File: src/core/ibc_pkg.sv
// Shared constants and types for the expansion bus cycle controller
package ibc_pkg;
    localparam logic [15:0] BUS_WAIT_CONTROL_ADDR = 16'hFC80;
    localparam logic [7:0] BUS_WAIT_CONTROL_RESET = 8'h00;
    localparam int WS16_LSB = 3;
    localparam int WS8_LSB = 5;
    localparam logic [2:0] WS8_BASE = 3'h2;
    localparam int DOUBLE_DIV_HALF = 2;
    localparam int SYNC_STAGES = 2;

    typedef enum logic [2:0]
    {
        BUS_IDLE = 3'b000,
        BUS_STATUS = 3'b001,
        BUS_COMMAND = 3'b010,
        BUS_WAIT = 3'b011,
        BUS_DONE = 3'b100
    } ibc_bus_state_t;

    typedef struct packed
    {
        logic [23:0] addr;
        logic is_mem;
        logic is_read;
        logic is_word;
        logic is_internal;
    } ibc_access_t;

    typedef struct packed
    {
        logic ior_n;
        logic iow_n;
        logic memr_n;
        logic memw_n;
    } ibc_cmd_t;
endpackage : ibc_pkg

File: src/core/ibc_controller.sv
// Expansion bus cycle controller: clocking, address latch, command and wait logic
`timescale 1ns/1ps
module ibc_controller
(
    input wire logic clk_sys,
    input wire logic resetn,
    input wire logic async_mode,
    input wire logic doubled_clock_input,
    input wire logic bus_oscillator_input,
    input wire logic [23:0] cpu_addr,
    input wire logic cpu_m_io,
    input wire logic [1:0] cpu_status_n,
    input wire logic cpu_bhe_n,
    input wire logic [15:0] cpu_data_in,
    output logic [15:0] cpu_data_out,
    output logic cpu_data_oe_n,
    output logic cpu_ready_n,
    output logic cpu_clock,
    output logic bus_clock,
    output logic system_addr_latch_en,
    output logic fast_addr_latch_en,
    output logic bale,
    output logic sa0,
    output ibc_pkg::ibc_cmd_t cmd,
    input wire logic memcs16_n,
    input wire logic iocs16_n,
    input wire logic zero_ws_n,
    input wire logic iochrdy,
    input wire logic [15:0] sd_in,
    output logic high_byte_buf_en_n,
    output logic low_byte_buf_en_n
);
    import ibc_pkg::*;

    localparam int PIN_W = 67;

    logic [PIN_W-1:0] pins_raw;
    logic [PIN_W-1:0] pins_s;
    logic dci_s, boi_s, mode_async, m_io_s, bhe_n_s, memcs16_s, iocs16_s, zws_s, rdy_s;
    logic [1:0] status_n_s;
    logic [23:0] addr_s;
    logic [15:0] sd_s, cpu_d_s;

    // Every pin but clk_sys and resetn, processor strobes included, is resynchronised before use
    assign pins_raw = {async_mode, doubled_clock_input, bus_oscillator_input, cpu_m_io,
                       cpu_status_n, cpu_bhe_n, cpu_addr, memcs16_n, iocs16_n, zero_ws_n,
                       iochrdy, sd_in, cpu_data_in};

    ibc_sync #(.WIDTH(PIN_W)) u_sync
    (
        .clk_sys(clk_sys),
        .resetn(resetn),
        .async_in(pins_raw),
        .sync_out(pins_s)
    );

    assign {mode_async, dci_s, boi_s, m_io_s, status_n_s, bhe_n_s, addr_s, memcs16_s,
            iocs16_s, zws_s, rdy_s, sd_s, cpu_d_s} = pins_s;

    logic dci_d, boi_d, div_cnt;
    logic [7:0] bus_wait_control;
    ibc_bus_state_t state;
    ibc_access_t acc;
    logic pending, status_seen, width16, split, second_pass, strobe_on, zws_hit;
    logic ready_hold, drive_active;
    logic [2:0] ws_left;
    logic [7:0] rd_lo, rd_hi;

    wire cpu_tick = dci_s & ~dci_d;
    wire boi_rise = boi_s & ~boi_d;
    wire half_tick = mode_async ? boi_rise : (cpu_tick & div_cnt);
    wire state_start = half_tick & ~bus_clock;
    wire state_mid = half_tick & bus_clock;

    // Processor status decode during the second status phase
    wire status_act = ~(&status_n_s);
    wire is_read = ~status_n_s[1] & status_n_s[0];
    wire is_write = status_n_s[1] & ~status_n_s[0];
    wire is_word = ~bhe_n_s & ~addr_s[0];
    wire is_internal = ~m_io_s & (addr_s[15:0] == BUS_WAIT_CONTROL_ADDR);
    wire new_cycle = cpu_tick & status_act & ~status_seen & (is_read | is_write)
                     & state == BUS_IDLE & ~pending;

    wire [2:0] ws8 = WS8_BASE + {1'b0, bus_wait_control[WS8_LSB+1:WS8_LSB]};
    wire [2:0] ws16 = {1'b0, bus_wait_control[WS16_LSB+1:WS16_LSB]};
    wire [2:0] ws_prog = width16 ? ws16 : ws8;

    // 0WS wins over every other term, IOCHRDY only counts after programmed waits
    wire end_cmd = zws_hit | (ws_prog == 3'h0 & rdy_s);
    wire end_wait = zws_hit | (ws_left <= 3'h1 & rdy_s);
    wire early_strobe = acc.is_mem & acc.is_word & ~memcs16_s;

    always_ff @(posedge clk_sys or negedge resetn)
    begin
        if (!resetn)
        begin
            dci_d <= 1'b0;
            boi_d <= 1'b0;
            div_cnt <= 1'b0;
            bus_clock <= 1'b0;
        end
        else
        begin
            dci_d <= dci_s;
            boi_d <= boi_s;
            if (cpu_tick)
            begin
                div_cnt <= ~div_cnt;
            end
            if (half_tick)
            begin
                bus_clock <= ~bus_clock;
            end
        end
    end

    assign cpu_clock = dci_s;

    // Processor side: latch enables and access capture
    always_ff @(posedge clk_sys or negedge resetn)
    begin
        if (!resetn)
        begin
            status_seen <= 1'b0;
            system_addr_latch_en <= 1'b0;
            acc <= '0;
            pending <= 1'b0;
        end
        else
        begin
            if (cpu_tick)
            begin
                status_seen <= status_act;
                system_addr_latch_en <= new_cycle;
            end
            if (new_cycle)
            begin
                acc <= '{addr: addr_s, is_mem: m_io_s, is_read: is_read,
                         is_word: is_word, is_internal: is_internal};
                pending <= 1'b1;
            end
            else if (state == BUS_DONE & cpu_tick)
            begin
                pending <= 1'b0;
            end
        end
    end

    // Register write from a processor IO cycle at the documented address
    always_ff @(posedge clk_sys or negedge resetn)
    begin
        if (!resetn)
        begin
            bus_wait_control <= BUS_WAIT_CONTROL_RESET;
        end
        else if (state == BUS_IDLE & pending & acc.is_internal & ~acc.is_read)
        begin
            bus_wait_control <= cpu_d_s[7:0];
        end
    end

    // Bus side state machine, stepped in half bus states
    always_ff @(posedge clk_sys or negedge resetn)
    begin
        if (!resetn)
        begin
            state <= BUS_IDLE;
            fast_addr_latch_en <= 1'b0;
            bale <= 1'b0;
            width16 <= 1'b0;
            split <= 1'b0;
            second_pass <= 1'b0;
            strobe_on <= 1'b0;
            zws_hit <= 1'b0;
            ws_left <= 3'h0;
            rd_lo <= 8'h00;
            rd_hi <= 8'h00;
        end
        else
        begin
            // Register cycles never reach the command state that would drop it
            if (new_cycle & ~is_internal)
            begin
                fast_addr_latch_en <= 1'b1;
            end
            unique case (state)
                BUS_IDLE:
                begin
                    if (pending & acc.is_internal)
                    begin
                        state <= BUS_DONE;
                        rd_lo <= bus_wait_control;
                        rd_hi <= 8'h00;
                    end
                    else if (pending & state_start)
                    begin
                        state <= BUS_STATUS;
                        zws_hit <= 1'b0;
                    end
                end
                BUS_STATUS:
                begin
                    if (state_mid)
                    begin
                        bale <= ~second_pass;
                    end
                    if (state_start)
                    begin
                        bale <= 1'b0;
                        state <= BUS_COMMAND;
                        width16 <= acc.is_word & (acc.is_mem ? ~memcs16_s : 1'b1);
                        strobe_on <= early_strobe & ~second_pass;
                    end
                end
                BUS_COMMAND:
                begin
                    if (state_mid)
                    begin
                        if (!acc.is_mem & acc.is_word & !second_pass)
                        begin
                            width16 <= ~iocs16_s;
                        end
                        strobe_on <= 1'b1;
                        fast_addr_latch_en <= 1'b0;
                        zws_hit <= ~zws_s;
                    end
                    if (state_start)
                    begin
                        ws_left <= ws_prog;
                        if (end_cmd)
                        begin
                            state <= BUS_DONE;
                        end
                        else
                        begin
                            state <= BUS_WAIT;
                        end
                    end
                end
                BUS_WAIT:
                begin
                    if (state_mid)
                    begin
                        zws_hit <= zws_hit | ~zws_s;
                    end
                    if (state_start)
                    begin
                        if (end_wait)
                        begin
                            state <= BUS_DONE;
                        end
                        else if (ws_left != 3'h0)
                        begin
                            ws_left <= ws_left - 3'h1;
                        end
                    end
                end
                BUS_DONE:
                begin
                    if (cpu_tick)
                    begin
                        state <= BUS_IDLE;
                        second_pass <= 1'b0;
                        split <= 1'b0;
                    end
                end
                default:
                begin
                    state <= BUS_IDLE;
                end
            endcase
            // Cycle end: strobe off, capture read data, maybe run the high byte
            if ((state == BUS_COMMAND & state_start & end_cmd)
                | (state == BUS_WAIT & state_start & end_wait))
            begin
                strobe_on <= 1'b0;
                zws_hit <= 1'b0;
                if (acc.is_word & ~width16 & ~second_pass)
                begin
                    state <= BUS_IDLE;
                    second_pass <= 1'b1;
                    split <= 1'b1;
                    rd_lo <= sd_s[7:0];
                end
                else if (split)
                begin
                    rd_hi <= sd_s[7:0];
                end
                else if (acc.is_word)
                begin
                    rd_lo <= sd_s[7:0];
                    rd_hi <= sd_s[15:8];
                end
                else
                begin
                    rd_lo <= sd_s[7:0];
                    rd_hi <= sd_s[7:0];
                end
            end
        end
    end

    // Ready held until the next processor clock tick, at most one phase; the bus cycle is already over by then
    always_ff @(posedge clk_sys or negedge resetn)
    begin
        if (!resetn)
        begin
            ready_hold <= 1'b0;
            drive_active <= 1'b0;
        end
        else
        begin
            ready_hold <= (state == BUS_DONE);
            if (state == BUS_DONE & acc.is_read & (mode_async | acc.is_internal))
            begin
                drive_active <= 1'b1;
            end
            else if (cpu_tick & ~ready_hold)
            begin
                drive_active <= 1'b0;
            end
        end
    end

    assign cpu_ready_n = ~ready_hold;
    assign cpu_data_out = {rd_hi, rd_lo};
    assign cpu_data_oe_n = ~drive_active;
    assign sa0 = acc.addr[0] | second_pass;

    wire bus_busy = state != BUS_IDLE & ~acc.is_internal;
    // Buffers off while the device drives latched data, avoiding contention
    wire high_lane = acc.is_word | acc.addr[0];
    assign high_byte_buf_en_n = ~(bus_busy & ~drive_active & high_lane);
    assign low_byte_buf_en_n = ~(bus_busy & ~drive_active);

    // Only one strobe can be low: type bits are exclusive
    assign cmd.ior_n = ~(strobe_on & ~acc.is_mem & acc.is_read);
    assign cmd.iow_n = ~(strobe_on & ~acc.is_mem & ~acc.is_read);
    assign cmd.memr_n = ~(strobe_on & acc.is_mem & acc.is_read);
    assign cmd.memw_n = ~(strobe_on & acc.is_mem & ~acc.is_read);
endmodule : ibc_controller

File: src/core/ibc_sync.sv
// Two-stage synchroniser for a group of pin inputs
`timescale 1ns/1ps
module ibc_sync
#(
    parameter int WIDTH = 1
)
(
    input wire logic clk_sys,
    input wire logic resetn,
    input wire logic [WIDTH-1:0] async_in,
    output logic [WIDTH-1:0] sync_out
);
    import ibc_pkg::*;

    logic [WIDTH-1:0] stage1;

    // First stage feeds only the second
    always_ff @(posedge clk_sys or negedge resetn)
    begin
        if (!resetn)
        begin
            stage1 <= '0;
            sync_out <= '0;
        end
        else
        begin
            stage1 <= async_in;
            sync_out <= stage1;
        end
    end
endmodule : ibc_sync

File: config.mk
export PLATFORM = sky130hd
export DESIGN_NAME = ibc_controller
export DESIGN_NICKNAME = d
export VERILOG_FILES = /design/src/core/ibc_pkg.sv /design/src/core/ibc_controller.sv /design/src/core/ibc_sync.sv
export SDC_FILE = /design/constraint.sdc
export NUM_CORES = 1
export LEC_CHECK = 0
export BUFFER_PORTS_ARGS = -buffer_cell sky130_fd_sc_hd__clkbuf_2
export CAP_MARGIN = 20
export CORE_MARGIN = 4
export CORE_UTILIZATION = 57
export CTS_BUF_LIST = sky130_fd_sc_hd__clkbuf_8
export DETAILED_ROUTE_END_ITERATION = 10
export HOLD_SLACK_MARGIN = 0.03
export PLACE_DENSITY = 0.81
export RECOVER_POWER = 25
export SLEW_MARGIN = 10
export SYNTH_ARGS = -nofsm -noshare
export SYNTH_HDL_FRONTEND = slang
export SYNTH_SLANG_ARGS = --single-unit
File: constraint.sdc
create_clock -name clk_sys -period 2.2 [get_ports clk_sys]
set_input_delay 0.11 -clock clk_sys [delete_from_list [all_inputs] [get_ports clk_sys]]
set_output_delay 0.11 -clock clk_sys [all_outputs]
set_load 0.02 [all_outputs]
# Word-level counts from Yosys, hierarchy flattened
# Cells that the tools add are included.
[word_totals] register_bits=185 in_bits=69 elab_cells=212
[op_classes] n_addsub=2 magnitude_cmp=1 eq_ne=17 mux=61 bitwise_logic=84 n_reduce_logical=19
[ops] op="2-to-1 mux 8 bit" count=11
[ops] op="AND 1 bit" count=47
[ops] op="2-to-1 mux 3 bit" count=15
[ops] op="2-to-1 mux 1 bit" count=30
[ops] op="NOT 1 bit" count=29
[ops] op="equality test 16 bit, second input constant" count=1
[ops] op="case mux 3 bit (5 select lines)" count=1
[ops] op="!= test 2 bit, second input constant" count=7
[ops] op="AND reduction 5 bit" count=2
[ops] op="nonzero test 2 bit" count=5
[ops] op="!= test 3 x 2 -> 1 bit, second input constant" count=3
[ops] op="nonzero test 3 bit" count=3
[ops] op="bitwise OR 1 bit" count=8
[ops] op="equality test 3 x 2 -> 1 bit, second input constant" count=2
[ops] op="logical NOT 3 bit" count=2
[ops] op="case mux 3 bit (2 select lines)" count=1
[ops] op="case mux 1 bit (2 select lines)" count=2
[ops] op="AND reduction 2 bit" count=2
[ops] op="AND reduction 4 bit" count=1
[ops] op="nonzero test 4 bit" count=1
[ops] op="adder 2 x 2 -> 3 bit, first input constant" count=1
[ops] op="equality test 3 x 1 -> 1 bit, second input constant" count=1
[ops] op="equality test 3 bit, second input constant" count=1
[ops] op="less-or-equal comparator 3 x 1 -> 1 bit, second input constant" count=1
[ops] op="6 further kinds" count=7

# Logic depth before layout (Yosys ltp)
[logic_depth] ltp_word=11 mapped_depth=7 depth_no_buf=6

# Modules after synthesis
# A second synthesis with hierarchy kept.
[unflattened] hier_cells=386 area_unflattened_um2=6177.2
[by_module_without_submodules] mod="ibc_sync" instances=1 cells_per_inst=134 area_per_inst_um2=3353.2 seq_area_each_um2=3353.2
[by_module_without_submodules] mod="ibc_controller" instances=1 cells_per_inst=252 area_per_inst_um2=2824.0 seq_area_each_um2=1276.2

# Least setup slack after synthesis
# Ideal clock, no wire load.
[synth_path] kind="register -> register" start="reg ws_left[1]" end="reg rd_lo[0]" setup_time_ns=0.125 arrival_ns=1.584 path_slack_ns=0.491 path_stages_with_launch=7 path_buffers=0 period_less_slack_ns=1.709 cell_sequence="dfrtp_1 -> inv_1 -> ha_1 -> o21bai_1 -> a211o_1 -> nand4_4 -> mux2_2"
[synth_between] elab_chain_len=6
[synth_rtl] element="start, declared" line_no="ibc_controller.sv:66" source="logic [2:0] ws_left;"
[synth_rtl] element="start signal, assigned" line_no="ibc_controller.sv:229" source="ws_left <= ws_prog;"
[synth_rtl] element="start signal, assigned" line_no="ibc_controller.sv:254" source="ws_left <= ws_left - 3'h1;"
[synth_rtl] element="less-or-equal comparator 3 x 1 -> 1 bit" line_no="ibc_controller.sv:90" source="wire end_wait = zws_hit | (ws_left <= 3'h1 & rdy_s);"
[synth_rtl] element="AND 1 bit" line_no="ibc_controller.sv:90"
[synth_rtl] element="bitwise OR 1 bit" line_no="ibc_controller.sv:90"
[synth_rtl] element="AND 1 bit" line_no="ibc_controller.sv:274" source="| (state == BUS_WAIT & state_start & end_wait))"
[synth_rtl] element="bitwise OR 1 bit" line_no="ibc_controller.sv:274"
[synth_rtl] element="2-to-1 mux 8 bit" line_no="ibc_controller.sv:273" source="if ((state == BUS_COMMAND & state_start & end_cmd)"
[synth_rtl] element="end signal, assigned" line_no="ibc_controller.sv:283" source="rd_lo <= sd_s[7:0];"
[synth_rtl] element="end signal, assigned" line_no="ibc_controller.sv:291" source="rd_lo <= sd_s[7:0];"
[synth_rtl] element="end signal, assigned" line_no="ibc_controller.sv:296" source="rd_lo <= sd_s[7:0];"
[synth_rtl] element="end, declared" line_no="ibc_controller.sv:67" source="logic [7:0] rd_lo, rd_hi;"
# Every way passes these cells.
# A chain may end at the register's enable or synchronous reset.

# Worst setup path in the final report
[layout_path] start="reg state[0]" end="out high_byte_buf_en_n"
[layout_between] elab_chain_len=5
[layout_rtl] element="start, declared" line_no="ibc_controller.sv:62" source="ibc_bus_state_t state;"
[layout_rtl] element="start signal, assigned" line_no="ibc_controller.sv:167" source="state <= BUS_IDLE;"
[layout_rtl] element="start signal, assigned" line_no="ibc_controller.sv:191" source="state <= BUS_DONE;"
[layout_rtl] element="start signal, assigned" line_no="ibc_controller.sv:197" source="state <= BUS_STATUS;"
[layout_rtl] element="nonzero test 3 bit" line_no="ibc_controller.sv:330" source="wire bus_busy = state != BUS_IDLE & ~acc.is_internal;"
[layout_rtl] element="AND 1 bit" line_no="ibc_controller.sv:330"
[layout_rtl] element="AND 1 bit (2 in series)" line_no="ibc_controller.sv:333" source="assign high_byte_buf_en_n = ~(bus_busy & ~drive_active & high_lane);"
[layout_rtl] element="NOT 1 bit" line_no="ibc_controller.sv:333"
[layout_rtl] element="end, declared" line_no="ibc_controller.sv:30" source="output logic high_byte_buf_en_n,"
# Every way passes these cells.

==> metrics.yaml <==
outcome:
  status: "finished, final reports clean"
synthesis:
  synthFlopType: "dfrtp_1"
  yosys_warnings: 0
  avgSynthCellArea_sq_um: 15.25
  yosys.area_share.simple_pct: 9.408
  synth_async_sr_flop_share_pct: 100.0
  synth_top_family_by_area: "multiplexers"
  synth_top_area_share_pct: 72.15
  yosysTopAreaCell: "dfrtp_1"
  synthXorXnorAreaFrac_pct: 0.3301
  synth.area.mux_share_pct: 9.738
  synth-edff-count: 0
  synth_cells: 348
  synthAdderAreaFrac_pct: 1.179
  syn_area_sq_um: 5306
  yosysSeqAreaShare_pct: 72.15
  syn-num-nets: 422
  synth.distinct_cells: 58
  ys_ff_latch: 153
  synth_compound_area_share_pct: 5.612
  synth_area_leaders: "dfrtp_1 72%, mux2_2 5.9%, mux2i_1 3.6%"
pwr:
  power.static_leakage_nw: 3.170
  sw_frac_of_total_pct: 34.59
  worst_ir_drop_vdd_v: 0.0007416
  clockPowerShare_pct: 27.5
  p_int_mw: 4.956
  pwr-share-seq_pct: 47.3
  p_sw_mw: 2.621
  powerDensity_nw_per_um2: 1116
  combPwrFrac_pct: 25.2
global_routing:
  grt.busiest_layer: "met2"
  use_met1_pct: 26.96
  grt_pass1_vias: 3719
  grt_pass1_wl_mm: 19.09
  grt_max_degree: 80
  grt_use_met2_pct: 40.36
  globalRoute.totalOverflow: 0
  grt_use_total_pct: 22.91
  antenna_found_initial: 0
  grtUsageMet3_pct: 5.276
sta:
  layout_min_cycle_time_ps: 1967
  finalCritPeriodShare_pct: 89.43
  maxSlewHeadroom_pct: 70.08
  fmax_ghz: 0.5083
  worst_pin_slew_ps: 448.9
  finClkSkew_ps: 17.35
  finalHoldViolations: 0
  grt_setup_unrepaired: "false"
  maxSlewViolCount: 0
  setup_viol: 0
  setup_tns_ps: 0
clocking:
  cts_setup_buffers: 0
  cts_made_buffers: 17
  clk_latency_ps: 440
  clockBufferDepth: 2
  clockRootBuffer: "clkbuf_8"
  htreeDepth: 4
  ctsResizeCount: 0
  clk_pin_slew_worst_paths_ps: 100
  cts.sinks: 153
  tritoncts: "built"
die:
  die-area_sq_um: 10920
  die_w_um: 104.5
  start_util_pct: 59.68
  ios: 99
  core_area_sq_um: 8891
  rows: 34
  die-height_um: 104.5
cells_and_area:
  final_common_cell: "dfrtp_1"
  syn2layout_area_growth_pct: 27.94
  layout_common_cells: "153 x dfrtp_1, 76 x clkbuf_2, 52 x dlygate4sd3_1"
  antenna_cells: 0
  nets: 575
  n_fill_cell: 478
  drive_gt1_share_pct: 30.54
  fin_util_pct: 76.36
flow_run:
  drv_cap: 0
placement:
  portBuffers: 82
  place.gp.congestion: 0.8992
  dpl.hpwl_mm: 6.737
route:
  drc: 0
  viasPerCell: 5.505
  wl_per_cell_um: 18.44
  dr.pass1.iters: 5
  drt_iter0_drc: 213
  vias: 3424
  routed_wirelength_mm: 11.47
  postRouteAntennaNets: 0
worst_setup_path:
  worst_ep_required_time_ps: 2090
  startpoint_type: "register"
  worst_setup_path_end_kind: "primary output"
  arrival_ps: 1860
  cp_max_fo: 11
  critical_path_class: "register to primary output"
  slowest_delay_ps: 570
  crit_path_cell_trace: "nor3_2 -> or3_1 -> o21bai_1 -> clkbuf_2"
  crit_slowest_cell: "dfrtp_1"
worst_hold_path:
  hold_path_class: "input pin to asynchronous set/reset pin"
-- power by group through the flow --
stage,Combinational (mW),Sequential (mW),Clock [mW]
global placement,1.71,3.60,0
CTS,1.89,3.57,2.09
finish,1.91,3.59,2.08
global route,2.08,3.63,2.24
floorplan,1.08,3.70,0
detailed placement,1.79,3.62,0
-- repair_timing --
action | CTS | global route
endpoints found under the setup margin | 0 | 0
endpoints found under the hold margin | 100 | 0
hold buffers | 52 | 0
-- per-stage QoR --
step / instances / hold WS, ps / setup WS (ps) / total power, mW / cell area, sq um
finish: 622 / 154.2 / 232.6 / 7.577 / 6789
CTS: 622 / 169.5 / 230.1 / 7.548 / 6795
global route: 622 / 183.0 / 160.6 / 7.945 / 6789
floorplan: 348 / -185.6 / 491.1 / 4.771 / 5306
global placement: 538 / 65.34 / 364.7 / 5.314 / 5884
detailed placement: 538 / 70.15 / 280.7 / 5.412 / 5884
-- layer usage --
| metal | vias to the layer above | wire length, um |
|---|---|---|
| met3 | 28 | 560 |
| met1 | 1736 | 4325 |
| met2 | 130 | 6336 |
| met5 | - | 0 |
| li1 | 1530 | - |
| met4 | 0 | 247 |
-- cell families after synthesis --
group / count (synthesis)
mux: 48
fa+ha+maj: 5
flops: 153
buf+inv: 18
xor+xnor: 2
compound gates: 42
simple gates: 80
-- final cells by class --
type / instances / area, sq um / area share [%]
Multi-Input combinational cell: 177 / 1394 / 20.53
Timing Repair Buffer: 142 / 1003 / 14.78
Clock buffer: 17 / 234.0 / 3.446
Inverter: 10 / 37.54 / 0.5529
Tap cell: 108 / 135.1 / 1.990
Sequential cell: 153 / 3829 / 56.40
Clock inverter: 15 / 156.4 / 2.304
-- sequential cells by signal, indices dropped and copies added, names as in the netlist, 3 cells and up --
register          flops
u_sync.stage1        51
state                 3
rd_lo                 8
u_sync.sync_out      51
acc                   5
ws_left               3
rd_hi                 8
bus_wait_control      8
-- cells in the mapped netlist, types with 2 or more instances --
| master | n |
|---|---|
| a211oi_1 | 2 |
| or4_1 | 2 |
| nand2b_1 | 5 |
| a31oi_1 | 3 |
| o31ai_1 | 2 |
| xnor2_1 | 2 |
| a21oi_1 | 6 |
| mux2i_1 | 19 |
| or2_2 | 2 |
| o21bai_1 | 2 |
| nor2b_1 | 4 |
| ha_1 | 5 |
| clkbuf_1 | 3 |
| or3b_2 | 2 |
| dfrtp_1 | 153 |
| o211ai_1 | 2 |
| or3_1 | 2 |
| inv_1 | 10 |
| o21ai_0 | 10 |
| nor2_1 | 6 |
| mux2_2 | 28 |
| nand3_1 | 6 |
| nor3_1 | 3 |
| and3_1 | 2 |
| buf_4 | 2 |
| nand3b_1 | 5 |
| o41ai_1 | 2 |
| nand2_1 | 24 |
| nor4_1 | 4 |
| nor3b_1 | 2 |
-- worst max-delay path: cells and delay by family, from the launching register on --
| family | cells | cell delay (ps) |
|---|---|---|
| and+or+nand+nor | 2 | 490 |
| buffers and inverters | 1 | 170 |
| DFF | 1 | 570 |
| AOI/OAI and AO/OA | 1 | 190 |
-- worst paths after layout --
kind / start / endpoint / slack, ps / depth (start not counted)
min in group clk_sys: cpu_data_in[1] / u_sync.stage1[1]$_DFF_PN0_ / 300 / 2
worst min register to register: u_sync.stage1[40]$_DFF_PN0_ / u_sync.sync_out[40]$_DFF_PN0_ / 350 / 0
max in group asynchronous: resetn / u_sync.stage1[32]$_DFF_PN0_ / 1240 / 3
worst min-delay path: resetn / bus_wait_control[1]$_DFFE_PN0P_ / 150 / 2
worst max register to register: ws_left[1]$_DFFE_PN0P_ / rd_lo[1]$_DFF_PN0_ / 260 / 6
worst max-delay path: state[0]$_DFF_PN0_ / high_byte_buf_en_n / 230 / 4
(Power assumes the default switching activity.)
